$ cat src/idcw_regs.svh
`ifndef IDCW_REGS_SVH
`define IDCW_REGS_SVH

// word 2 spin-up / completeness codes
`define IDCW_W2_SPIN_INC   16'h37c8
`define IDCW_W2_SPIN_CMP   16'h738c
`define IDCW_W2_NOSPIN_INC 16'h8c73
`define IDCW_W2_NOSPIN_CMP 16'hc837
`define IDCW_SPACE         8'h20

// identify word indices
`define IDCW_WORD_CFG0   8'h00
`define IDCW_WORD_SPEC   8'h02
`define IDCW_WORD_HEADS  8'h03
`define IDCW_WORD_SECT   8'h06
`define IDCW_SER_FIRST   8'h0a
`define IDCW_SER_LAST    8'h13
`define IDCW_FW_FIRST    8'h17
`define IDCW_FW_LAST     8'h1a
`define IDCW_MOD_FIRST   8'h1b
`define IDCW_MOD_LAST    8'h2e
`define IDCW_WORD_MULT   8'h2f
`define IDCW_WORD_CAP0   8'h31
`define IDCW_WORD_CAP1   8'h32
`define IDCW_WORD_VALID  8'h35
`define IDCW_WORD_CCYL   8'h36
`define IDCW_WORD_CHEAD  8'h37
`define IDCW_WORD_CSECT  8'h38
`define IDCW_WORD_CAPLO  8'h39
`define IDCW_WORD_CAPHI  8'h3a

// axi register byte offsets
`define IDCW_REG_CTRL     12'h000
`define IDCW_REG_GEOM     12'h004
`define IDCW_REG_CURGEOM  12'h008
`define IDCW_REG_CURCAP   12'h00c
`define IDCW_REG_TEXTSEL  12'h010
`define IDCW_REG_TEXTDATA 12'h014
`define IDCW_REG_WSEL     12'h018
`define IDCW_REG_WDATA    12'h01c

// ctrl field positions
`define IDCW_CTRL_SPIN    0
`define IDCW_CTRL_INCOMP  1
`define IDCW_CTRL_STDTMR  2
`define IDCW_CTRL_IORDY   3
`define IDCW_CTRL_IODIS   4
`define IDCW_CTRL_LBA     5
`define IDCW_CTRL_DMA     6
`define IDCW_CTRL_MINTMR  7
`define IDCW_CTRL_GVALID  8
`define IDCW_CTRL_MDMA1   9
`define IDCW_CTRL_UDMA    10
`define IDCW_CTRL_W88OK   11
`define IDCW_CTRL_MULT    16
`define IDCW_CTRL_RESET   32'h0000_0148

`define IDCW_RESP_OKAY   2'b00
`define IDCW_RESP_SLVERR 2'b10

`endif

$ cat src/idcw_pkg.sv
package idcw_pkg;
  typedef struct packed {
    logic [11:0] addr;
    logic        valid;
  } idcw_addr_type;

  typedef struct packed {
    logic [31:0] data;
    logic [3:0]  strb;
    logic        valid;
  } idcw_wdat_type;

  typedef struct packed {
    logic [31:0] data;
    logic [1:0]  resp;
  } idcw_rdat_type;

  typedef enum logic [1:0] {
    IDCW_W_IDLE = 2'b01,
    IDCW_W_RESP = 2'b10
  } idcw_wstate_type;
endpackage : idcw_pkg

$ cat src/idcw_words.sv
`timescale 1ns/10ps
`include "idcw_regs.svh"

// Contract
// word 2 is 37c8 or 738c when spin-up subcommand needed, by completeness.
// word 2 is 8c73 or c837 when no spin-up needed, by completeness.
// words 10-19 hold 20-byte serial text, space padded.
// words 23-26 hold 8-byte firmware revision, space padded.
// words 27-46 hold 40-byte model number, space padded.
// word 47 bits 7-0 give max sectors per multiple block.
// word 49 bits 15, 14, 12 carry nothing here; driven zero.
// word 49 bit 13 one means standard standby timer values.
// word 49 bit 11 set when PIO mode 3 or higher supported.
// word 49 bit 10 reports IORDY can be disabled and re-enabled.
// word 49 bit 8 DMA, bit 9 LBA, bits 7-0 zero.
// word 50 bit 15 zero and bit 14 one; bits 13-2 zero.
// word 50 bit 0 reports a device-specific minimum standby timer.
// word 53 bit 0 qualifies words 54-58.
// word 53 bit 1 set with PIO mode 3+ or multiword DMA 1+.
// word 53 bit 2 set when Ultra DMA supported and word 88 valid.
// words 54-56 give current cylinders, heads, sectors per track.
// words 58:57 give current capacity in sectors.
// word 3 gives default heads, word 6 default sectors per track.
// word 0 bit 2 flags incomplete data, agreeing with word 2.
// each text word holds earlier character high, next character low.
// retired, obsolete, reserved words in range read as zero.
module idcw_words
  import idcw_pkg::*;
(
  // clock and reset
  input  wire logic        sys_clk,
  input  wire logic        resetn,
  // axi4-lite write address
  input  wire logic [11:0] s_axi_awaddr,
  input  wire logic        s_axi_awvalid,
  output logic             s_axi_awready,
  // axi4-lite write data
  input  wire logic [31:0] s_axi_wdata,
  input  wire logic [3:0]  s_axi_wstrb,
  input  wire logic        s_axi_wvalid,
  output logic             s_axi_wready,
  // axi4-lite write response
  output logic [1:0]       s_axi_bresp,
  output logic             s_axi_bvalid,
  input  wire logic        s_axi_bready,
  // axi4-lite read address
  input  wire logic [11:0] s_axi_araddr,
  input  wire logic        s_axi_arvalid,
  output logic             s_axi_arready,
  // axi4-lite read data
  output logic [31:0]      s_axi_rdata,
  output logic [1:0]       s_axi_rresp,
  output logic             s_axi_rvalid,
  input  wire logic        s_axi_rready
);

  // text store: 20 serial, 8 firmware, 40 model bytes
  logic [7:0]      text_q [0:67];
  logic [31:0]     ctrl_q;
  logic [31:0]     geom_q;
  logic [31:0]     curgeom_q;
  logic [31:0]     curcap_q;
  logic [6:0]      tsel_q;
  logic [7:0]      wsel_q;
  logic [15:0]     wdata_q;
  idcw_addr_type   aw_q;
  idcw_wdat_type   w_q;
  idcw_wstate_type wst_q;
  idcw_rdat_type   rd_q;
  logic            rvalid_q;

  function automatic logic [31:0] merge(input logic [31:0] old, input logic [31:0] nw, input logic [3:0] strb);
    logic [31:0] res;
    res = old;
    for (int i = 0; i < 4; i++) begin
      if (strb[i]) begin
        res[i*8 +: 8] = nw[i*8 +: 8];
      end
    end
    return res;
  endfunction : merge

  // two characters of the text store starting at byte index
  function automatic logic [15:0] text_pair(input logic [6:0] idx);
    return {text_q[idx], text_q[7'(idx + 7'd1)]};
  endfunction : text_pair

  function automatic logic [15:0] identify_word(input logic [7:0] w);
    logic [15:0] res;
    res = 16'h0000;
    if (w == `IDCW_WORD_CFG0) begin
      res[2] = ctrl_q[`IDCW_CTRL_INCOMP];
    end else if (w == `IDCW_WORD_SPEC) begin
      if (ctrl_q[`IDCW_CTRL_SPIN]) begin
        res = ctrl_q[`IDCW_CTRL_INCOMP] ? `IDCW_W2_SPIN_INC : `IDCW_W2_SPIN_CMP;
      end else begin
        res = ctrl_q[`IDCW_CTRL_INCOMP] ? `IDCW_W2_NOSPIN_INC : `IDCW_W2_NOSPIN_CMP;
      end
    end else if (w == `IDCW_WORD_HEADS) begin
      res = geom_q[15:0];
    end else if (w == `IDCW_WORD_SECT) begin
      res = geom_q[31:16];
    end else if (w >= `IDCW_SER_FIRST && w <= `IDCW_SER_LAST) begin
      res = text_pair(7'((w - `IDCW_SER_FIRST) * 2));  // see R3
    end else if (w >= `IDCW_FW_FIRST && w <= `IDCW_FW_LAST) begin
      res = text_pair(7'((w - `IDCW_FW_FIRST) * 2 + 20));  // see R4
    end else if (w >= `IDCW_MOD_FIRST && w <= `IDCW_MOD_LAST) begin
      res = text_pair(7'((w - `IDCW_MOD_FIRST) * 2 + 28));  // see R5
    end else if (w == `IDCW_WORD_MULT) begin
      res[7:0] = ctrl_q[`IDCW_CTRL_MULT +: 8];
    end else if (w == `IDCW_WORD_CAP0) begin
      // bits 15, 14, 12 and 7-0 stay zero; see R7
      res[13] = ctrl_q[`IDCW_CTRL_STDTMR];
      res[11] = ctrl_q[`IDCW_CTRL_IORDY];
      res[10] = ctrl_q[`IDCW_CTRL_IODIS];
      res[9]  = ctrl_q[`IDCW_CTRL_LBA];
      res[8]  = ctrl_q[`IDCW_CTRL_DMA];
    end else if (w == `IDCW_WORD_CAP1) begin
      res[15] = 1'b0;
      res[14] = 1'b1;
      res[0]  = ctrl_q[`IDCW_CTRL_MINTMR];
    end else if (w == `IDCW_WORD_VALID) begin
      res[0] = ctrl_q[`IDCW_CTRL_GVALID];
      res[1] = ctrl_q[`IDCW_CTRL_IORDY] | ctrl_q[`IDCW_CTRL_MDMA1];
      res[2] = ctrl_q[`IDCW_CTRL_UDMA] & ctrl_q[`IDCW_CTRL_W88OK];
    end else if (w == `IDCW_WORD_CCYL) begin
      res = curgeom_q[15:0];
    end else if (w == `IDCW_WORD_CHEAD) begin
      res = {8'h00, curgeom_q[23:16]};
    end else if (w == `IDCW_WORD_CSECT) begin
      res = {8'h00, curgeom_q[31:24]};
    end else if (w == `IDCW_WORD_CAPLO) begin
      res = curcap_q[15:0];
    end else if (w == `IDCW_WORD_CAPHI) begin
      res = curcap_q[31:16];
    end
    return res;  // others zero
  endfunction : identify_word

  // write channel
  wire logic        aw_take  = s_axi_awvalid & s_axi_awready;
  wire logic        w_take   = s_axi_wvalid & s_axi_wready;
  wire logic        do_write = (wst_q == IDCW_W_IDLE) & aw_q.valid & w_q.valid;
  wire logic [11:0] wa       = aw_q.addr;
  wire logic        wa_ok    = (wa[11:5] == 7'h00) & (wa[1:0] == 2'b00);
  wire logic        wr_ctrl  = do_write & (wa == `IDCW_REG_CTRL);
  wire logic        wr_geom  = do_write & (wa == `IDCW_REG_GEOM);
  wire logic        wr_cgeo  = do_write & (wa == `IDCW_REG_CURGEOM);
  wire logic        wr_ccap  = do_write & (wa == `IDCW_REG_CURCAP);
  wire logic        wr_tsel  = do_write & (wa == `IDCW_REG_TEXTSEL);
  wire logic        wr_text  = do_write & (wa == `IDCW_REG_TEXTDATA);
  wire logic        wr_wsel  = do_write & (wa == `IDCW_REG_WSEL);
  wire logic [31:0] tsel_new = merge({25'h0, tsel_q}, w_q.data, w_q.strb);
  wire logic [31:0] wsel_new = merge({24'h0, wsel_q}, w_q.data, w_q.strb);
  wire logic        tsel_ok  = tsel_q < 7'd68;

  assign s_axi_awready = ~aw_q.valid & (wst_q == IDCW_W_IDLE);
  assign s_axi_wready  = ~w_q.valid & (wst_q == IDCW_W_IDLE);
  assign s_axi_bvalid  = (wst_q == IDCW_W_RESP);

  always_ff @(posedge sys_clk) begin
    if (!resetn) begin
      aw_q          <= '0;
      w_q           <= '0;
      wst_q         <= IDCW_W_IDLE;
      s_axi_bresp   <= `IDCW_RESP_OKAY;
    end else begin
      if (aw_take) begin
        aw_q <= '{addr: s_axi_awaddr, valid: 1'b1};
      end
      if (w_take) begin
        w_q <= '{data: s_axi_wdata, strb: s_axi_wstrb, valid: 1'b1};
      end
      case (wst_q)
        IDCW_W_IDLE: begin
          if (do_write) begin
            aw_q.valid  <= 1'b0;
            w_q.valid   <= 1'b0;
            s_axi_bresp <= wa_ok ? `IDCW_RESP_OKAY : `IDCW_RESP_SLVERR;
            wst_q       <= IDCW_W_RESP;
          end
        end
        IDCW_W_RESP: begin
          if (s_axi_bready) begin
            wst_q <= IDCW_W_IDLE;
          end
        end
        default: wst_q <= IDCW_W_IDLE;
      endcase
    end
  end

  // configuration registers
  always_ff @(posedge sys_clk) begin
    if (!resetn) begin
      ctrl_q    <= `IDCW_CTRL_RESET;
      geom_q    <= 32'h0000_0000;
      curgeom_q <= 32'h0000_0000;
      curcap_q  <= 32'h0000_0000;
      tsel_q    <= 7'h00;
      wsel_q    <= 8'h00;
    end else begin
      if (wr_ctrl) begin
        ctrl_q <= merge(ctrl_q, w_q.data, w_q.strb);
      end
      if (wr_geom) begin
        geom_q <= merge(geom_q, w_q.data, w_q.strb);
      end
      if (wr_cgeo) begin
        curgeom_q <= merge(curgeom_q, w_q.data, w_q.strb);
      end
      if (wr_ccap) begin
        curcap_q <= merge(curcap_q, w_q.data, w_q.strb);
      end
      if (wr_tsel) begin
        tsel_q <= tsel_new[6:0];
      end else if (wr_text & w_q.strb[0] & tsel_ok) begin
        tsel_q <= 7'(tsel_q + 7'd1);
      end
      if (wr_wsel) begin
        wsel_q <= wsel_new[7:0];
      end
    end
  end

  // text bytes reset to spaces; see R3 see R4
  always_ff @(posedge sys_clk) begin
    for (int i = 0; i < 68; i++) begin
      if (!resetn) begin
        text_q[i] <= `IDCW_SPACE;
      end else if (wr_text & w_q.strb[0] & tsel_ok & (tsel_q == 7'(i))) begin
        text_q[i] <= w_q.data[7:0];
      end
    end
  end

  // selected identify word, registered
  always_ff @(posedge sys_clk) begin
    if (!resetn) begin
      wdata_q <= 16'h0000;
    end else begin
      wdata_q <= identify_word(wsel_q);
    end
  end

  // read channel
  wire logic [11:0] ra    = s_axi_araddr;
  wire logic        ra_ok = (ra[11:5] == 7'h00) & (ra[1:0] == 2'b00);
  wire logic        r_take = s_axi_arvalid & s_axi_arready;
  logic [31:0]      rmux;

  always_comb begin
    case (ra[4:2])
      3'd0:    rmux = ctrl_q;
      3'd1:    rmux = geom_q;
      3'd2:    rmux = curgeom_q;
      3'd3:    rmux = curcap_q;
      3'd4:    rmux = {25'h0, tsel_q};
      3'd5:    rmux = tsel_ok ? {24'h0, text_q[tsel_q]} : 32'h0000_0000;
      3'd6:    rmux = {24'h0, wsel_q};
      default: rmux = {16'h0, wdata_q};
    endcase
  end

  assign s_axi_arready = ~rvalid_q;
  assign s_axi_rvalid  = rvalid_q;
  assign s_axi_rdata   = rd_q.data;
  assign s_axi_rresp   = rd_q.resp;

  always_ff @(posedge sys_clk) begin
    if (!resetn) begin
      rvalid_q <= 1'b0;
      rd_q     <= '0;
    end else if (r_take) begin
      rvalid_q <= 1'b1;
      rd_q     <= '{data: ra_ok ? rmux : 32'h0, resp: ra_ok ? `IDCW_RESP_OKAY : `IDCW_RESP_SLVERR};
    end else if (s_axi_rready) begin
      rvalid_q <= 1'b0;
    end
  end

endmodule : idcw_words

$ cat config.mk
export PLATFORM = sky130hd
export DESIGN_NAME = idcw_words
export DESIGN_NICKNAME = d
export VERILOG_FILES = /design/src/idcw_pkg.sv /design/src/idcw_words.sv
export VERILOG_INCLUDE_DIRS = /design/src
export SDC_FILE = /design/constraint.sdc
export NUM_CORES = 2
export LEC_CHECK = 0
export BUFFER_PORTS_ARGS = -buffer_cell sky130_fd_sc_hd__buf_2
export CORE_AREA = 3 3 202 402
export CTS_CLUSTER_DIAMETER = 120
export DETAILED_ROUTE_END_ITERATION = 10
export DIE_AREA = 0 0 205 405
export HOLD_SLACK_MARGIN = 0.03
export PLACE_DENSITY = 0.76
export SLEW_MARGIN = 20
export SYNTH_ARGS = -nofsm -noshare
export SYNTH_HDL_FRONTEND = slang
export SYNTH_SLANG_ARGS = --single-unit
$ cat constraint.sdc
create_clock -name sys_clk -period 5.3 [get_ports sys_clk]
set_input_delay 0.53 -clock sys_clk [delete_from_list [all_inputs] [get_ports sys_clk]]
set_output_delay 0.53 -clock sys_clk [all_outputs]
set_load 0.02 [all_outputs]
==> metrics.md, run 1 <==
| Metric | Value |
|---|---|
| Status | `stopped before the end` |
| Last stage | `global routing (5_1_grt)` |
| Tool error message | `[ERROR GRT-0116] Global routing finished with congestion. Check the congestion regions in the DRC Viewer.` |
| Sequential element share of the synthesized area | `45.5%` |
| Die W | `205 um` |
| Root buffer cell | `clkbuf_16` |
| Cell Area, Synth | `0.0470 mm2` |
| Post-cts sizing count | `0` |
| CTS max path bufs | `3` |
| Synth top area share | `34.8%` |
| Final HPWL DP | `~170,000 um` |
| Asr flop ratio synth | `0%` |
| Maximum level of the CTS H-tree | `3` |
| Die H | `405 um` |
| Largest net degree at the start of global routing | `123` |
| Gr usage total | `60.2%` |
| Ys Warns | `0` |
| Synth Area per Inst | `11.8 um2` |
| I/O Pins | `108` |
| Mapped Cells | `3,996` |
| CTS sink cnt | `roughly 800` |
| Initial Utilization | `60.0%` |
| Total grt overflow | `12` |
| Clock buffer count from CTS | `73` |
| Routability-driven placement congestion ratio | `1.22` |
| First-pass GRT wire length | `~340,000 um` |
| Synth Flop Type | `edfxtp_1` |
| Distinct cells, synth | `78` |
| #FFs+latches synth | `roughly 800` |
| Setup Fix Bufs, Post-CTS | `0` |
| Largest cells by area after synthesis | `edfxtp_1 (35%), mux4_2 (22%), dfxtp_1 (11%), and2_1 (5.2%), mux2i_1 (3.4%)` |
| Row count | `~150` |
| Vias in the first global route | `roughly 42,000` |
| Number of synthesized flops with an enable pin | `around 540` |
| Port bufs | `105` |
| Hold_buf cts | `1` |
| Synth area leader | `edfxtp_1` |
==> Yosys cell counts, types with 9 or more instances <==
master    count
nand2b_1     15
o22ai_1      18
mux4_2      450
o221ai_1     12
buf_2        59
o211ai_1     21
o21ai_0     165
inv_1        19
xnor2_1      10
a221oi_1     29
nor2_1      254
edfxtp_1    544
dfxtp_1     253
nand2_1     385
a22o_1       10
nor3_1       17
a211oi_1     48
mux2i_1     160
buf_4        22
nand3_1     129
nor2b_1      24
buf_1        18
ha_1         13
a31oi_1      16
nand3b_1      9
and3_1      118
a21oi_1     237
mux2_2       22
and2_1      389
a22oi_1      50
clkbuf_1    286
or3_1        74
==> cell families after synthesis <==
group	share of synthesized area, %
AO/OA/AOI/OAI	8.90
XOR/XNOR	0.242
adder cells (fa/ha/maj)	0.370
buffers and inverters	3.71
flip-flops	45.5
multiplexers	25.5
other	0.00798
AND/OR/NAND/NOR	15.7
==> metrics by stage <==
stage | std cells | setup slack [ns] | utilization (%) | hold WS [ns] | area, um2
detailed placement | 4954 | 1.27 | 62.5 | 0.448 | 49000
global placement | 4953 | 1.25 | 62.5 | 0.440 | 49000
floorplan | 3997 | 1.15 | - | 0.433 | 47000
CTS | 5087 | 1.25 | 65.8 | 0.0601 | 51500
==> routing by layer <==
layer | global-route usage (%) | GRT overflow
met1 | 57.0 | 0
met2 | 85.8 | 8
met3 | 32.4 | 0
met4 | 68.0 | 4
met5 | 2.36 | 0
==> inputs of run 2 (changes only) <==
--- a/config.mk
+++ b/config.mk
@@ -7,12 +7,10 @@
 export NUM_CORES = 2
 export LEC_CHECK = 0
 export BUFFER_PORTS_ARGS = -buffer_cell sky130_fd_sc_hd__buf_2
-export CORE_AREA = 3 3 202 402
-export CTS_CLUSTER_DIAMETER = 120
+export CORE_AREA = 3 3 347 349
 export DETAILED_ROUTE_END_ITERATION = 10
-export DIE_AREA = 0 0 205 405
-export HOLD_SLACK_MARGIN = 0.03
-export PLACE_DENSITY = 0.76
+export DIE_AREA = 0 0 350 352
+export PLACE_DENSITY_LB_ADDON = 0.15
 export SLEW_MARGIN = 20
 export SYNTH_ARGS = -nofsm -noshare
 export SYNTH_HDL_FRONTEND = slang
==> metrics.md, run 2 <==
| Metric | Value |
|---|---|
| Detail Route Antenna Nets | `0` |
| Top cell by count, worst path | `a21oi_1` |
| Die W | `around 350 um` |
| Critical Path AT | `4.84 ns` |
| Distinct cells, synth | `78` |
| Setup Viol. Count Final | `0` |
| CP max-delay cell | `a221oi_1` |
| CTS sink cnt | `797` |
| Min setup slack post-route | `1.07 ns` |
| Mapped Cells | `3,996` |
| Largest cells by area after synthesis | `edfxtp_1 (35%), mux4_2 (22%), dfxtp_1 (11%), and2_1 (5.2%), mux2i_1 (3.4%)` |
| TritonCTS clock tree | `built` |
| Fillers | `10,900` |
| Worst-path clk slew | `0.06 ns` |
| Area taken by multi-input logic gates | `0.0240 mm2` |
| Maximum level of the CTS H-tree | `3` |
| Most instantiated library cell after synthesis | `edfxtp_1` |
| Peak supply drop | `around 0.00024 V` |
| Routability-driven placement congestion ratio | `1.04` |
| R2r endpoint | `wdata_q[4]` |
| Hold Path End | `w_q[26]` |
| Asr flop ratio synth | `0%` |
| Total grt overflow | `0` |
| Fraction of layout instances using a drive strength above 1 | `between 20% and 30%` |
| Initial Utilization | `roughly 40%` |
| Crit Path Category | `register to register` |
| Port bufs | `105` |
| Reg2reg path depth | `11` |
| Peak per-stage delay on the critical path | `0.92 ns` |
| Final Hold Vio Count | `0` |
| Worst-path maximum fanout | `33` |
| Row count | `126` |
| Die H | `around 350 um` |
| Starting DRT DRC Count | `5,489` |
| Drt pass-1 iters | `6` |
| Commonest non-fill, non-tap cells in the layout | `edfxtp_1 (544), mux4_2 (450), and2_1 (387), nand2_1 (385), nor2_1 (250)` |
| Routed len/inst | `37.2 um` |
| Core Area | `about 0.12 mm2` |
| Setup Skew | `0.0313 ns` |
| Area Growth Syn to Fin | `11.8%` |
| Vias | `37,400` |
| Vias/cell | `6.67` |
| Synth Area per Inst | `11.8 um2` |
| CTS max path bufs | `3` |
| Max FFs per register | `544` |
| Hold WS | `roughly 0.074 ns` |
| Synth area leader | `edfxtp_1` |
| Crit path capture type | `register` |
| Clock buffer count from CTS | `95` |
| First-pass GRT wire length | `290,000 um` |
| Period utilisation layout | `between 70% and 80%` |
| Dpl ws | `1.13 ns` |
| Synth top area share | `34.8%` |
| Number of synthesized flops with an enable pin | `544` |
| Total power per unit cell area | `278 mW/mm2` |
| Largest net degree at the start of global routing | `202` |
| Register Area | `about 0.021 mm2` |
| Crit path cell chain | `ha_1 -> xor2_1 -> ha_4 -> buf_4 -> mux4_2 -> nor2_1 -> a221oi_1 -> a21oi_1 -> a21oi_1 -> o221ai_1 -> a211oi_1` |
| Final nets | `4,069` |
| Worst hold path type | `primary input to register` |
| Worst Max-Slew Pin Slew | `roughly 1.3 ns` |
| Status | `finished, final reports clean` |
| TNS Setup | `0 ns` |
| Clk_lat worst skew | `0.70 ns` |
| Startpoint Class | `register` |
| Remaining routing DRC violations | `0` |
| Vias in the first global route | `34,900` |
| FMAX | `roughly 240 MHz` |
| Unrepaired setup endpoints after global routing | `false` |
| Critical Path RT | `5.91 ns` |
| Hold path depth | `3` |
| #FFs+latches synth | `roughly 800` |
| Commonest non-fill, non-tap cell in the layout | `edfxtp_1` |
| Worst hold start | `s_axi_wdata[21]` |
| Ys Warns | `0` |
| Leakage power | `17.3 nW` |
| Root buffer cell | `clkbuf_16` |
| Final HPWL DP | `~160,000 um` |
| Slew margin rel. | `10.7%` |
| I/O Pins | `~110` |
| Initial antenna violation count | `26` |
| Worst reg2reg setup slack | `1.07 ns` |
| Max cap viols | `0` |
| Cell family with most CP delay | `compound AO/OA/AOI/OAI gates` |
| Slew Viols, Final | `0` |
| R2r startpoint | `wsel_q[0]` |
| Top cells by count, synth | `edfxtp_1 (544), mux4_2 (450), and2_1 (389), nand2_1 (385), clkbuf_1 (286)` |
| Area of the die | `0.123 mm2` |
| Sequential element share of the synthesized area | `45.5%` |
| Routed WL | `209,000 um` |
| Gr usage total | `between 30% and 40%` |
| Post-cts sizing count | `0` |
| Largest registers | `text_q x544, w_q x37` |
| Biggest register | `text_q` |
| Fin crit period | `4.23 ns` |
| Synth Flop Type | `edfxtp_1` |
| WP buf/inv | `1` |
| Cell Area, Synth | `around 0.047 mm2` |
[run 2: cell counts after synthesis]
No cell type changed its count.
[run 2: routing by layer]
metal | wire length, um | track usage, % | part of all wire, %
met1 | 83400 | 46.6 | 40
met2 | 89900 | 48.4 | 43
met3 | 22000 | 7.55 | 11
met4 | 13300 | 18.0 | 6.4
met5 | 92 | 0 | 0.044
[run 2: area by class of cell]
| type | count | share of cell area [%] |
|---|---|---|
| Antenna cell | 6 | 0.0286 |
| Clock buffer | 128 | 5.05 |
| Clock inverter | 51 | 0.960 |
| Inverter | 20 | 0.157 |
| Multi-Input combinational cell | 2789 | 45.6 |
| Sequential cell | 797 | 40.8 |
| Tap cell | 1536 | 3.66 |
| Timing Repair Buffer | 286 | 3.75 |
[run 2: worst max-delay path by stage]
stage	end	start	cells past startpoint	slack [ns]
floorplan	wdata_q[13]	wsel_q[0]	18	1.15
global placement	wdata_q[4]	wsel_q[0]	9	0.90
detailed placement	wdata_q[2]	wsel_q[0]	11	1.13
CTS	wdata_q[4]	wsel_q[0]	11	1.15
global route	wdata_q[4]	wsel_q[0]	11	0.92
finish	wdata_q[4]	wsel_q[0]	11	1.07
[run 2: through the flow]
step                util [%]  std cells  area, um2  power, mW
floorplan                  -       3997      47000       7.51
global placement        41.9       5426      49300       8.06
detailed placement      41.9       5427      49400       8.06
CTS                     44.6       5607      52500       14.7
global route            44.6       5607      52500       15.0
finish                  44.6       5613      52500       14.6
[run 2: power breakdown]
group,switching [mW],internal (mW)
Sequential,0.243,6.80
Combinational,0.612,0.306
Clock,2.80,3.87
[run 2: cell families after synthesis]
family,share of synthesized area (%)
other,0.00798
xor gates and xnor gates,0.242
and+or+nand+nor,15.7
buffers and inverters,3.71
adders and majority gates,0.370
DFF,45.5
muxes,25.5
AOI/OAI and AO/OA,8.90
[run 2: what timing repair did]
action | in CTS | in global routing
hold buffers | 1 | 0
setup buffers | 0 | 0
endpoints found under the hold margin | 1 | 0
[run 2: worst register-to-register path: stages, from the launching register on]
cell      delay, ns
dfxtp_4        0.45
ha_1           0.21
xor2_1         0.30
ha_4           0.64
buf_4          0.42
mux4_2         0.26
nor2_1         0.05
a221oi_1       0.92
a21oi_1        0.21
a21oi_1        0.32
o221ai_1       0.18
a211oi_1       0.22
Power figures use the tool's default switching activity.
